===== src/design/mrsf_pkg.sv =====
// ****************************************
// Frame constants
// ****************************************
package mrsf_pkg;

  localparam int unsigned CLK_HZ              = 125_000_000;
  localparam int unsigned BAUD_DEFAULT        = 9600;
  localparam int unsigned CHAR_BITS           = 11;
  // Idle gap of 3.5 character times, kept in tenths
  localparam int unsigned FRAME_GAP_CHARS_X10 = 35;
  localparam int unsigned CHAR_CYCLES         = (CLK_HZ * CHAR_BITS + BAUD_DEFAULT - 1) / BAUD_DEFAULT;
  localparam int unsigned FRAME_GAP_CYCLES    = (CHAR_CYCLES * FRAME_GAP_CHARS_X10 + 9) / 10;

  localparam logic [7:0]  ADDR_BCAST       = 8'h00;
  localparam logic [7:0]  ADDR_MAX         = 8'hF7;
  localparam logic [7:0]  FC_READ_HOLD     = 8'h03;
  localparam logic [7:0]  FC_WRITE_ONE     = 8'h06;
  localparam logic [7:0]  FC_DIAG          = 8'h08;
  localparam logic [7:0]  FC_WRITE_MULTI   = 8'h10;
  localparam logic [7:0]  FC_ACCESS_LOG    = 8'h46;
  localparam logic [7:0]  FC_ERR_FLAG      = 8'h80;
  localparam logic [7:0]  EXC_ILLEGAL_FUNC = 8'h01;
  localparam logic [15:0] CRC_PRESET       = 16'hFFFF;
  localparam logic [15:0] CRC_POLY         = 16'hA001;
  localparam logic [8:0]  MIN_FRAME_LEN    = 9'h004;
  localparam logic [8:0]  LEN_MAX          = 9'h1FF;
  localparam int unsigned TX_FIFO_DEPTH    = 16;

  typedef enum logic [8:0] {
    ST_IDLE  = 9'h001,
    ST_RECV  = 9'h002,
    ST_CHECK = 9'h004,
    ST_EXEC  = 9'h008,
    ST_HDR_A = 9'h010,
    ST_HDR_F = 9'h020,
    ST_BODY  = 9'h040,
    ST_CRC_L = 9'h080,
    ST_CRC_H = 9'h100
  } mrsf_state_t;

  // One byte of the check value, LSB first, reflected polynomial
  function automatic logic [15:0] mrsf_crc_step(input logic [15:0] crc, input logic [7:0] b);
    logic [15:0] c;
    c = crc ^ {8'h00, b};
    for (int i = 0; i < 8; i++) begin
      c = c[0] ? ((c >> 1) ^ CRC_POLY) : (c >> 1);
    end
    return c;
  endfunction

endpackage


===== src/design/mrsf_strm_if.sv =====
`timescale 1ns/10ps
`default_nettype none
// ****************************************
// Byte stream into the transmit buffer
// ****************************************
interface mrsf_strm_if #(
  parameter int unsigned W = 8
);
  logic         valid;
  logic         ready;
  logic         room2;
  logic [W-1:0] data;

  modport src (output valid, output data, input ready, input room2);
  modport snk (input valid, input data, output ready, output room2);
endinterface
`default_nettype wire


===== src/design/mrsf_fifo.sv =====
`timescale 1ns/10ps
`default_nettype none
// ****************************************
// Transmit FIFO, registered read port
// ****************************************
module mrsf_fifo #(
  parameter int unsigned W     = 8,
  parameter int unsigned DEPTH = 16
) (
  input  wire logic         clk,
  input  wire logic         rst_n,
  mrsf_strm_if.snk          wr,
  output logic [W-1:0]      rd_data,
  output logic              rd_valid,
  input  wire logic         rd_ready
);
  localparam int unsigned AW = $clog2(DEPTH);

  logic [W-1:0]  mem [DEPTH];
  logic [AW-1:0] wptr_q;
  logic [AW-1:0] rptr_q;
  logic [AW:0]   cnt_q;
  logic [AW:0]   cnt_d;
  logic          push;
  logic          load;

  assign wr.ready = (cnt_q < (AW+1)'(DEPTH));
  // Room for two lets the source register its ready a cycle early
  assign wr.room2 = (cnt_q <= (AW+1)'(DEPTH - 2));
  assign push     = wr.valid && wr.ready;
  assign load     = (cnt_q != '0) && (!rd_valid || rd_ready);
  assign cnt_d    = cnt_q + (AW+1)'(push) - (AW+1)'(load);

  always_ff @(posedge clk) begin
    if (push) begin
      mem[wptr_q] <= wr.data;
    end
  end

  always_ff @(posedge clk) begin
    if (!rst_n) begin
      wptr_q   <= '0;
      rptr_q   <= '0;
      cnt_q    <= '0;
      rd_valid <= 1'b0;
      rd_data  <= '0;
    end else begin
      cnt_q <= cnt_d;
      if (push) begin
        wptr_q <= wptr_q + 1'b1;
      end
      if (load) begin
        rptr_q   <= rptr_q + 1'b1;
        rd_data  <= mem[rptr_q];
        rd_valid <= 1'b1;
      end else if (rd_ready) begin
        rd_valid <= 1'b0;
      end
    end
  end

  AST_FIFO_NO_OVERFLOW:
    assert property (@(posedge clk) disable iff (!rst_n) cnt_q <= (AW+1)'(DEPTH))
    else $error("transmit fifo count above depth");
endmodule
`default_nettype wire


===== src/design/mrsf_frame.sv =====
`timescale 1ns/10ps
`default_nettype none
// Behaviour
// - Address byte 0 broadcast, 1..247 single slave
// - Own address is the station number setting
// - Response echoes the query address
// - Function byte carries any code 1..255
// - Unsupported function gets an error response
// - Normal response echoes function code unchanged
// - Error response returns function plus 80h
// - Code 03 read, refused as broadcast
// - Code 06 single write, broadcast allowed
// - Code 08 diagnostic, refused as broadcast
// - Code 10 multi write, broadcast allowed
// - Code 46 access log, refused as broadcast
// - Check value appended, low byte first
// - Receiver recomputes and compares check value
// - Check mismatch makes the whole message bad
// - Frames delimited by 3.5 character idle gap
// - No reply on byte error or bad check
// - Broadcast executed, never answered
module mrsf_frame
  import mrsf_pkg::*;
#(
  parameter int unsigned GAP_CYCLES = FRAME_GAP_CYCLES,
  parameter int unsigned FIFO_DEPTH = TX_FIFO_DEPTH
) (
  input  wire logic       clk,
  input  wire logic       rst_n,
  input  wire logic [7:0] station_number_setting,
  input  wire logic       rx_valid,
  input  wire logic [7:0] rx_data,
  input  wire logic       rx_err,
  output logic            q_valid_q,
  output logic [7:0]      q_data_q,
  output logic [8:0]      q_index_q,
  output logic            exec_valid_q,
  output logic [7:0]      exec_func_q,
  output logic            exec_bcast_q,
  output logic [8:0]      exec_len_q,
  output logic            frame_drop_q,
  input  wire logic       done,
  input  wire logic       done_exc,
  input  wire logic [7:0] done_exc_code,
  input  wire logic       pl_valid,
  input  wire logic [7:0] pl_data,
  input  wire logic       pl_last,
  output logic            pl_ready_q,
  output logic            tx_valid,
  output logic [7:0]      tx_data,
  input  wire logic       tx_ready
);
  localparam int unsigned GW = $clog2(GAP_CYCLES + 1);

  // ****************************************
  // Declarations
  // ****************************************
  mrsf_state_t st_q;
  mrsf_state_t st_d;
  logic [GW-1:0] gap_cnt_q;
  logic [8:0]    len_q;
  logic [7:0]    addr_q;
  logic [7:0]    func_q;
  logic [7:0]    last_q;
  logic [7:0]    prev_q;
  logic [15:0]   crc_q;
  logic [15:0]   crc_p1_q;
  logic [15:0]   crc_p2_q;
  logic          err_q;
  logic          exc_q;
  logic [7:0]    exc_code_q;
  logic [15:0]   tx_crc_q;

  mrsf_strm_if #(.W(8)) txw ();

  // ****************************************
  // Decode
  // ****************************************
  wire        gap_done    = (gap_cnt_q == GW'(GAP_CYCLES));
  wire        st_idle     = (st_q == ST_IDLE);
  wire        st_recv     = (st_q == ST_RECV);
  wire        st_check    = (st_q == ST_CHECK);
  wire        st_exec     = (st_q == ST_EXEC);
  wire        st_body     = (st_q == ST_BODY);
  wire        st_crc      = (st_q == ST_CRC_L) || (st_q == ST_CRC_H);
  wire        frame_start = rx_valid && st_idle && gap_done;
  wire        frame_byte  = frame_start || (rx_valid && st_recv);
  wire [15:0] crc_base    = st_idle ? CRC_PRESET : crc_q;
  wire [15:0] crc_next    = mrsf_crc_step(crc_base, rx_data);
  wire [15:0] crc_rx      = {last_q, prev_q};
  wire        crc_ok      = (crc_p2_q == crc_rx);
  wire        frame_good  = !err_q && crc_ok && (len_q >= MIN_FRAME_LEN);
  wire        addr_bcast  = (addr_q == ADDR_BCAST);
  wire        addr_mine   = (addr_q == station_number_setting) && !addr_bcast && (addr_q <= ADDR_MAX);
  wire        fc_bcast_ok = (func_q == FC_WRITE_ONE) || (func_q == FC_WRITE_MULTI);
  wire        fc_supported = fc_bcast_ok || (func_q == FC_READ_HOLD) || (func_q == FC_DIAG)
                             || (func_q == FC_ACCESS_LOG);
  wire        dec_drop    = !frame_good || !(addr_bcast || addr_mine) || (addr_bcast && !fc_bcast_ok);
  wire        dec_exec    = !dec_drop && fc_supported;
  wire        dec_err     = !dec_drop && !fc_supported;
  wire        pl_fire     = pl_valid && pl_ready_q && !exc_q && st_body;
  wire        push_req    = (st_q == ST_HDR_A) || (st_q == ST_HDR_F) || st_crc
                            || (st_body && (exc_q || pl_fire));
  wire        push_fire   = push_req && txw.ready;
  wire [7:0]  func_echo   = exc_q ? (func_q | FC_ERR_FLAG) : func_q;
  wire [7:0]  body_byte   = exc_q ? exc_code_q : pl_data;

  logic [7:0] tx_byte;
  always_comb begin
    tx_byte = 8'h00;
    case (st_q)
      ST_HDR_A: tx_byte = addr_q;
      ST_HDR_F: tx_byte = func_echo;
      ST_BODY:  tx_byte = body_byte;
      ST_CRC_L: tx_byte = tx_crc_q[7:0];
      ST_CRC_H: tx_byte = tx_crc_q[15:8];
      default:  tx_byte = 8'h00;
    endcase
  end

  assign txw.valid = push_req;
  assign txw.data  = tx_byte;

  // ****************************************
  // Idle gap timer
  // ****************************************
  // Cleared at reset so the first frame also waits a full gap
  always_ff @(posedge clk) begin
    if (!rst_n) begin
      gap_cnt_q <= '0;
    end else if (rx_valid) begin
      gap_cnt_q <= '0;
    end else if (!gap_done) begin
      gap_cnt_q <= gap_cnt_q + 1'b1;
    end
  end

  // ****************************************
  // Sequencer
  // ****************************************
  always_comb begin
    st_d = st_q;
    case (st_q)
      ST_IDLE:  if (frame_start) st_d = ST_RECV;
      ST_RECV:  if (gap_done && !rx_valid) st_d = ST_CHECK;
      ST_CHECK: begin
        if (dec_exec) begin
          st_d = ST_EXEC;
        end else if (dec_err) begin
          st_d = ST_HDR_A;
        end else begin
          st_d = ST_IDLE;
        end
      end
      ST_EXEC:  if (done) st_d = exec_bcast_q ? ST_IDLE : ST_HDR_A;
      ST_HDR_A: if (push_fire) st_d = ST_HDR_F;
      ST_HDR_F: if (push_fire) st_d = ST_BODY;
      ST_BODY:  if (push_fire && (exc_q || pl_last)) st_d = ST_CRC_L;
      ST_CRC_L: if (push_fire) st_d = ST_CRC_H;
      ST_CRC_H: if (push_fire) st_d = ST_IDLE;
      default:  st_d = ST_IDLE;
    endcase
  end

  always_ff @(posedge clk) begin
    if (!rst_n) begin
      st_q <= ST_IDLE;
    end else begin
      st_q <= st_d;
    end
  end

  // ****************************************
  // Receive path
  // ****************************************
  always_ff @(posedge clk) begin
    if (!rst_n) begin
      len_q    <= '0;
      addr_q   <= 8'h00;
      func_q   <= 8'h00;
      last_q   <= 8'h00;
      prev_q   <= 8'h00;
      crc_q    <= CRC_PRESET;
      crc_p1_q <= CRC_PRESET;
      crc_p2_q <= CRC_PRESET;
      err_q    <= 1'b0;
    end else if (frame_byte) begin
      crc_q    <= crc_next;
      crc_p1_q <= crc_base;
      crc_p2_q <= st_idle ? CRC_PRESET : crc_p1_q;
      last_q   <= rx_data;
      prev_q   <= st_idle ? 8'h00 : last_q;
      len_q    <= st_idle ? 9'h001 : ((len_q == LEN_MAX) ? len_q : len_q + 1'b1);
      err_q    <= (st_idle ? 1'b0 : err_q) | rx_err;
      if (st_idle) begin
        addr_q <= rx_data;
      end
      if (st_recv && (len_q == 9'h001)) begin
        func_q <= rx_data;
      end
    end
  end

  // Query bytes after the function field, check bytes included
  always_ff @(posedge clk) begin
    if (!rst_n) begin
      q_valid_q <= 1'b0;
      q_data_q  <= 8'h00;
      q_index_q <= '0;
    end else begin
      q_valid_q <= frame_byte && st_recv && (len_q >= 9'h002);
      q_data_q  <= rx_data;
      q_index_q <= len_q;
    end
  end

  // ****************************************
  // Execute handshake and answer choice
  // ****************************************
  always_ff @(posedge clk) begin
    if (!rst_n) begin
      exec_valid_q <= 1'b0;
      exec_func_q  <= 8'h00;
      exec_bcast_q <= 1'b0;
      exec_len_q   <= '0;
      frame_drop_q <= 1'b0;
      exc_q        <= 1'b0;
      exc_code_q   <= 8'h00;
    end else begin
      exec_valid_q <= st_check && dec_exec;
      frame_drop_q <= st_check && !frame_good;
      if (st_check) begin
        exec_func_q  <= func_q;
        exec_bcast_q <= addr_bcast;
        exec_len_q   <= len_q;
        exc_q        <= dec_err;
        exc_code_q   <= EXC_ILLEGAL_FUNC;
      end else if (st_exec && done) begin
        exc_q        <= done_exc;
        exc_code_q   <= done_exc_code;
      end
    end
  end

  // ****************************************
  // Transmit path
  // ****************************************
  always_ff @(posedge clk) begin
    if (!rst_n) begin
      tx_crc_q <= CRC_PRESET;
    end else if (st_check || st_exec) begin
      tx_crc_q <= CRC_PRESET;
    end else if (push_fire && !st_crc) begin
      tx_crc_q <= mrsf_crc_step(tx_crc_q, tx_byte);
    end
  end

  // Registered ready is safe: room for two was seen a cycle before
  always_ff @(posedge clk) begin
    if (!rst_n) begin
      pl_ready_q <= 1'b0;
    end else begin
      pl_ready_q <= (st_d == ST_BODY) && !exc_q && txw.room2 && !(pl_fire && pl_last);
    end
  end

  mrsf_fifo #(
    .W     (8),
    .DEPTH (FIFO_DEPTH)
  ) u_txfifo (
    .clk      (clk),
    .rst_n    (rst_n),
    .wr       (txw),
    .rd_data  (tx_data),
    .rd_valid (tx_valid),
    .rd_ready (tx_ready)
  );

  // ****************************************
  // Checks
  // ****************************************
  AST_ADDR_ECHO:
    assert property (@(posedge clk) disable iff (!rst_n)
      (st_q == ST_HDR_A) && push_fire |-> txw.data == addr_q && !addr_bcast)
    else $error("response address differs from query");
  AST_FUNC_NORMAL:
    assert property (@(posedge clk) disable iff (!rst_n)
      (st_q == ST_HDR_F) && push_fire && !exc_q |-> txw.data == exec_func_q)
    else $error("normal response function changed");
  AST_FUNC_ERROR:
    assert property (@(posedge clk) disable iff (!rst_n)
      (st_q == ST_HDR_F) && push_fire && exc_q |-> txw.data == (func_q | 8'h80))
    else $error("error response lacks top bit");
  AST_UNSUPPORTED:
    assert property (@(posedge clk) disable iff (!rst_n)
      st_check && frame_good && addr_mine && !fc_supported |=> exc_q && st_q == ST_HDR_A && !exec_valid_q)
    else $error("unsupported code not answered with error");
  AST_BCAST_REFUSED:
    assert property (@(posedge clk) disable iff (!rst_n)
      st_check && addr_bcast && (func_q == FC_READ_HOLD || func_q == FC_DIAG || func_q == FC_ACCESS_LOG)
      |=> !exec_valid_q && st_idle)
    else $error("read type broadcast accepted");
  AST_BCAST_WRITE:
    assert property (@(posedge clk) disable iff (!rst_n)
      st_check && frame_good && addr_bcast && fc_bcast_ok |=> exec_valid_q && exec_bcast_q)
    else $error("broadcast write not executed");
  AST_BCAST_SILENT:
    assert property (@(posedge clk) disable iff (!rst_n)
      st_exec && exec_bcast_q && done |=> st_idle ##1 !push_req)
    else $error("broadcast answered");
  AST_BAD_CHECK:
    assert property (@(posedge clk) disable iff (!rst_n)
      st_check && (!crc_ok || err_q) |=> frame_drop_q && st_idle && !exec_valid_q)
    else $error("bad frame not dropped");
  AST_FOREIGN:
    assert property (@(posedge clk) disable iff (!rst_n)
      st_check && !addr_bcast && (addr_q != station_number_setting || addr_q > 8'hF7)
      |=> st_idle && !exec_valid_q)
    else $error("foreign frame accepted");
  AST_GAP_END:
    assert property (@(posedge clk) disable iff (!rst_n)
      st_recv && !gap_done |=> !st_check)
    else $error("frame closed before idle gap");
  AST_CRC_ORDER:
    assert property (@(posedge clk) disable iff (!rst_n)
      (st_q == ST_CRC_L) && push_fire |=> (st_q == ST_CRC_H) && txw.data == $past(tx_crc_q[15:8]))
    else $error("check bytes out of order");
  AST_BODY_ROOM:
    assert property (@(posedge clk) disable iff (!rst_n) pl_fire |-> txw.ready)
    else $error("payload accepted without buffer room");
  AST_DROP_SILENT:
    assert property (@(posedge clk) disable iff (!rst_n)
      frame_drop_q |-> st_idle && !push_req)
    else $error("dropped frame answered");
  AST_OWN_EXEC:
    assert property (@(posedge clk) disable iff (!rst_n)
      st_check && frame_good && !addr_bcast && (addr_q == station_number_setting) && (addr_q <= ADDR_MAX)
      && fc_supported |=> exec_valid_q)
    else $error("own supported frame not executed");
  AST_CRC_LOW:
    assert property (@(posedge clk) disable iff (!rst_n)
      (st_q == ST_CRC_L) && push_fire |-> txw.data == tx_crc_q[7:0])
    else $error("check low byte wrong");
endmodule
`default_nettype wire


===== config.mk =====
export PLATFORM = sky130hd
export DESIGN_NAME = mrsf_frame
export DESIGN_NICKNAME = d
export VERILOG_FILES = /design/src/design/mrsf_pkg.sv /design/src/design/mrsf_strm_if.sv /design/src/design/mrsf_fifo.sv /design/src/design/mrsf_frame.sv
export SDC_FILE = /design/constraint.sdc
export NUM_CORES = 1
export LEC_CHECK = 0
export BUFFER_PORTS_ARGS = -buffer_cell sky130_fd_sc_hd__buf_2
export CORE_AREA = 3 3 204 206
export DETAILED_ROUTE_END_ITERATION = 16
export DIE_AREA = 0 0 207 209
export PLACE_DENSITY_LB_ADDON = 0.1
export REMOVE_ABC_BUFFERS = 1
export SETUP_SLACK_MARGIN = 0.15
export SYNTH_ARGS = -nofsm -noshare
export SYNTH_HDL_FRONTEND = slang
export SYNTH_SLANG_ARGS = --single-unit

===== constraint.sdc =====
create_clock -name clk -period 8.4 [get_ports clk]
set_clock_uncertainty 0.1 [all_clocks]
set_input_delay 0.42 -clock clk [delete_from_list [all_inputs] [get_ports clk]]
set_output_delay 0.42 -clock clk [all_outputs]
set_load 0.02 [all_outputs]

==> flow_summary.toml <==
[status]
status = "finished clean"

[floorplanning]
die-area_um2 = 43300
initial_core_util_pct = 35.1
fp.dieH_um = 209
rows = 73
core-area_um2 = 39800
io_pins = 89
die_w_um = 207

[timing]
setup_viol_count_final = 0
report.final.slew_viol_count = 0
max_freq_mhz = 258
finalSetupTns_ns = 0
fin_ws_ns = 4.53
finalHoldViolCount = 0
fin_crit_sh_pct = 46.1
finalCriticalPeriod_ns = 3.87
slew_headroom_pct = 17.3
tightest_slew_ns = 1.23
rsz0062_at_grt = "false"

[route]
routed_wl_um = 35900
wl_per_cell_um = 18.7
drt_iter0_drc = 610
drtAntennaViolNets = 0
dr.pass1.iters = 5
vias = 9702
drc = 0
vias_per_cell = 5.05

[clock_tree]
clockRootBuffer = "clkbuf_16"
clk_pin_slew_ns = 0.06
tritoncts = "yes"
cts_made_buffers = 38
numClockSinks = 322
htreeDepth = 2
cts_buffer_depth = 3
clock_latency_ns = 0.53

[global_routing]
grt_max_degree = 83
grt_pass1_vias = 9612
overflow = 0
grt_pass1_wl_um = 57000
track_usage_pct = 16.6
antenna_found_initial = 0

[setup_path]
startpoint = "st_q[2]$_SDFF_PN0_"
rr_startpoint = "st_q[2]$_SDFF_PN0_"
setup.worst_path.start_class = "register"
crit_fanout = 16
cp_data_required_time_ns = 8.44
critPathKind = "reg -> reg"
arrival_ns = 3.91
worst_setup_path_end_kind = "register"

[placement]
portBuffers = 88
place_ws_ns = 4.52
dpl.hpwl_um = 24100
place_area_um2 = 14900
gp_congestion = 0.834
dp.cells = 1848

[yosys]
netlist_top_cells_area = "dfxtp_1, edfxtp_1, mux4_2, nand2_1, nor2_1"
async_reset_ff_share_pct = 0
ys_top_cells_by_count = "nand2_1, dfxtp_1, edfxtp_1, nor2_1, a21oi_1"
avgSynthCellArea_um2 = 10.8
synth_warnings = 0
synth_most_common_cell = "nand2_1"
syn_area_um2 = 14000
yosys.cell_types.count = 65
syn_inst = 1293
synth_top_area_share_pct = 27.8
yosys.area.top_type = "dfxtp_1"
synth_edf_count = 128
synth_ff_type = "dfxtp_1"
ys_seq_area_share_pct = 55.3
synth-seq-cells = 322

[min_path]
hold_path_startpoint = "done_exc_code[2]"
hp-class = "in -> reg"

[cells_and_area]
final_area_um2 = 16200
multi_input_area_um2 = 5870
final_cell_count_no_fill = 1920
diodes = 0
fillers = 3957
area.growth.synth_to_final_pct = 15.9
ff_latch_area_um2 = 7730
drive_gt1_share_pct = 15.8
layout.nets = 1430
final_util_pct = 40.7

[power]
irDropWorstVdd_mv = 0.130
p_leak_uw = 0.00618
power_density_nw_per_um2 = 233

[job]
drv_cap = 0
worst max-delay path: stages, from the launching register on:
cell	delay [ns]
dfxtp_1	0.38
or4_4	0.69
nor3_1	0.36
nand2_1	0.08
a21oi_1	0.60
nand2_1	0.26
nor3_1	0.99
layer usage:
| metal | vias to the layer above | routed length (um) | GRT usage, % |
|---|---|---|---|
| li1 | 4735 | - | - |
| met2 | 235 | 16000 | 25.7 |
| met5 | - | 0 | 0 |
| met1 | 4669 | 17500 | 24.0 |
| met4 | 0 | 901 | 4.87 |
| met3 | 63 | 1570 | 2.64 |
where the power goes:
part           leakage, uW  total, uW  switching (uW)  internal (uW)
registers          0.00302       1670            26.9           1650
logic              0.00255        452             248            204
clock network     0.000612       1650             637           1010
total              0.00618       3770             912           2860
sequential cells by signal (all words and copies together) (netlist names), 9 cells and up:
register      cells
exec_len_q        9
u_txfifo.mem    128
tx_crc_q         16
crc_p1_q         11
crc_p2_q         11
q_index_q         9
crc_q            16
len_q             9
st_q              9
gap_cnt_q        19
final cells by class:
type,instances,share of cell area [%]
multi-input combinational,874,36.2
inverter,25,0.579
timing repair buffer,107,3.68
clock inverter,21,1.48
sequential,322,47.7
tap,525,4.06
clock buffer,46,6.25
final timing paths:
kind	endpoint	slack, ns	cells after the start
worst max-delay path	u_txfifo.mem[1][6]$_DFFE_PP_	4.53	6
worst min register to register	exc_code_q[5]$_SDFFE_PP0P_	0.35	2
worst max register to register	u_txfifo.mem[1][6]$_DFFE_PP_	4.53	6
worst min-delay path	exc_code_q[2]$_SDFFE_PP0P_	0.03	3
timing repair:
item / 4_1_cts / 5_1_grt
hold endpoints to repair: 5 / 0
gates resized for setup: 0 / 0
setup buffers: 0 / 0
hold buffers: 5 / 0
metrics by stage:
stage                     power [uW]  hold slack (ns)
after floorplan                 2030            0.333
after global placement          2170            0.342
after detailed placement        2170            0.344
after CTS                       3840          0.00108
after global routing            3950           0.0276
final                           3770           0.0293
cell usage in the layout (no fill, tap or decap), types with 7 or more instances in the layout:
cell type / n
nand2_1: 204
nor2_1: 123
or3_1: 9
nand4_1: 14
edfxtp_1: 128
nand2b_1: 7
inv_1: 24
o211ai_1: 17
nor3_1: 25
nor4_1: 13
ha_1: 20
clkinv_2: 7
xnor2_1: 41
clkbuf_16: 39
a22oi_1: 9
o21ai_0: 31
a21oi_1: 73
and3_1: 9
mux4_2: 40
and2_1: 20
mux2i_1: 35
buf_2: 88
xor2_1: 53
dfxtp_1: 193
buf_4: 14
nand3_1: 49
cells by family (layout without fill, tap and decap cells):
| group | Yosys count | in the layout | synth area share, % |
|---|---|---|---|
| XOR/XNOR | 98 | 98 | 6.40 |
| multiplexers | 83 | 83 | 9.76 |
| adder cells (fa/ha/maj) | 21 | 21 | 1.93 |
| flip-flops | 322 | 322 | 55.3 |
| AND/OR/NAND/NOR | 499 | 499 | 16.2 |
| buffers and inverters | 97 | 199 | 2.76 |
| AO/OA/AOI/OAI | 173 | 173 | 7.70 |
(Power assumes the default switching activity.)
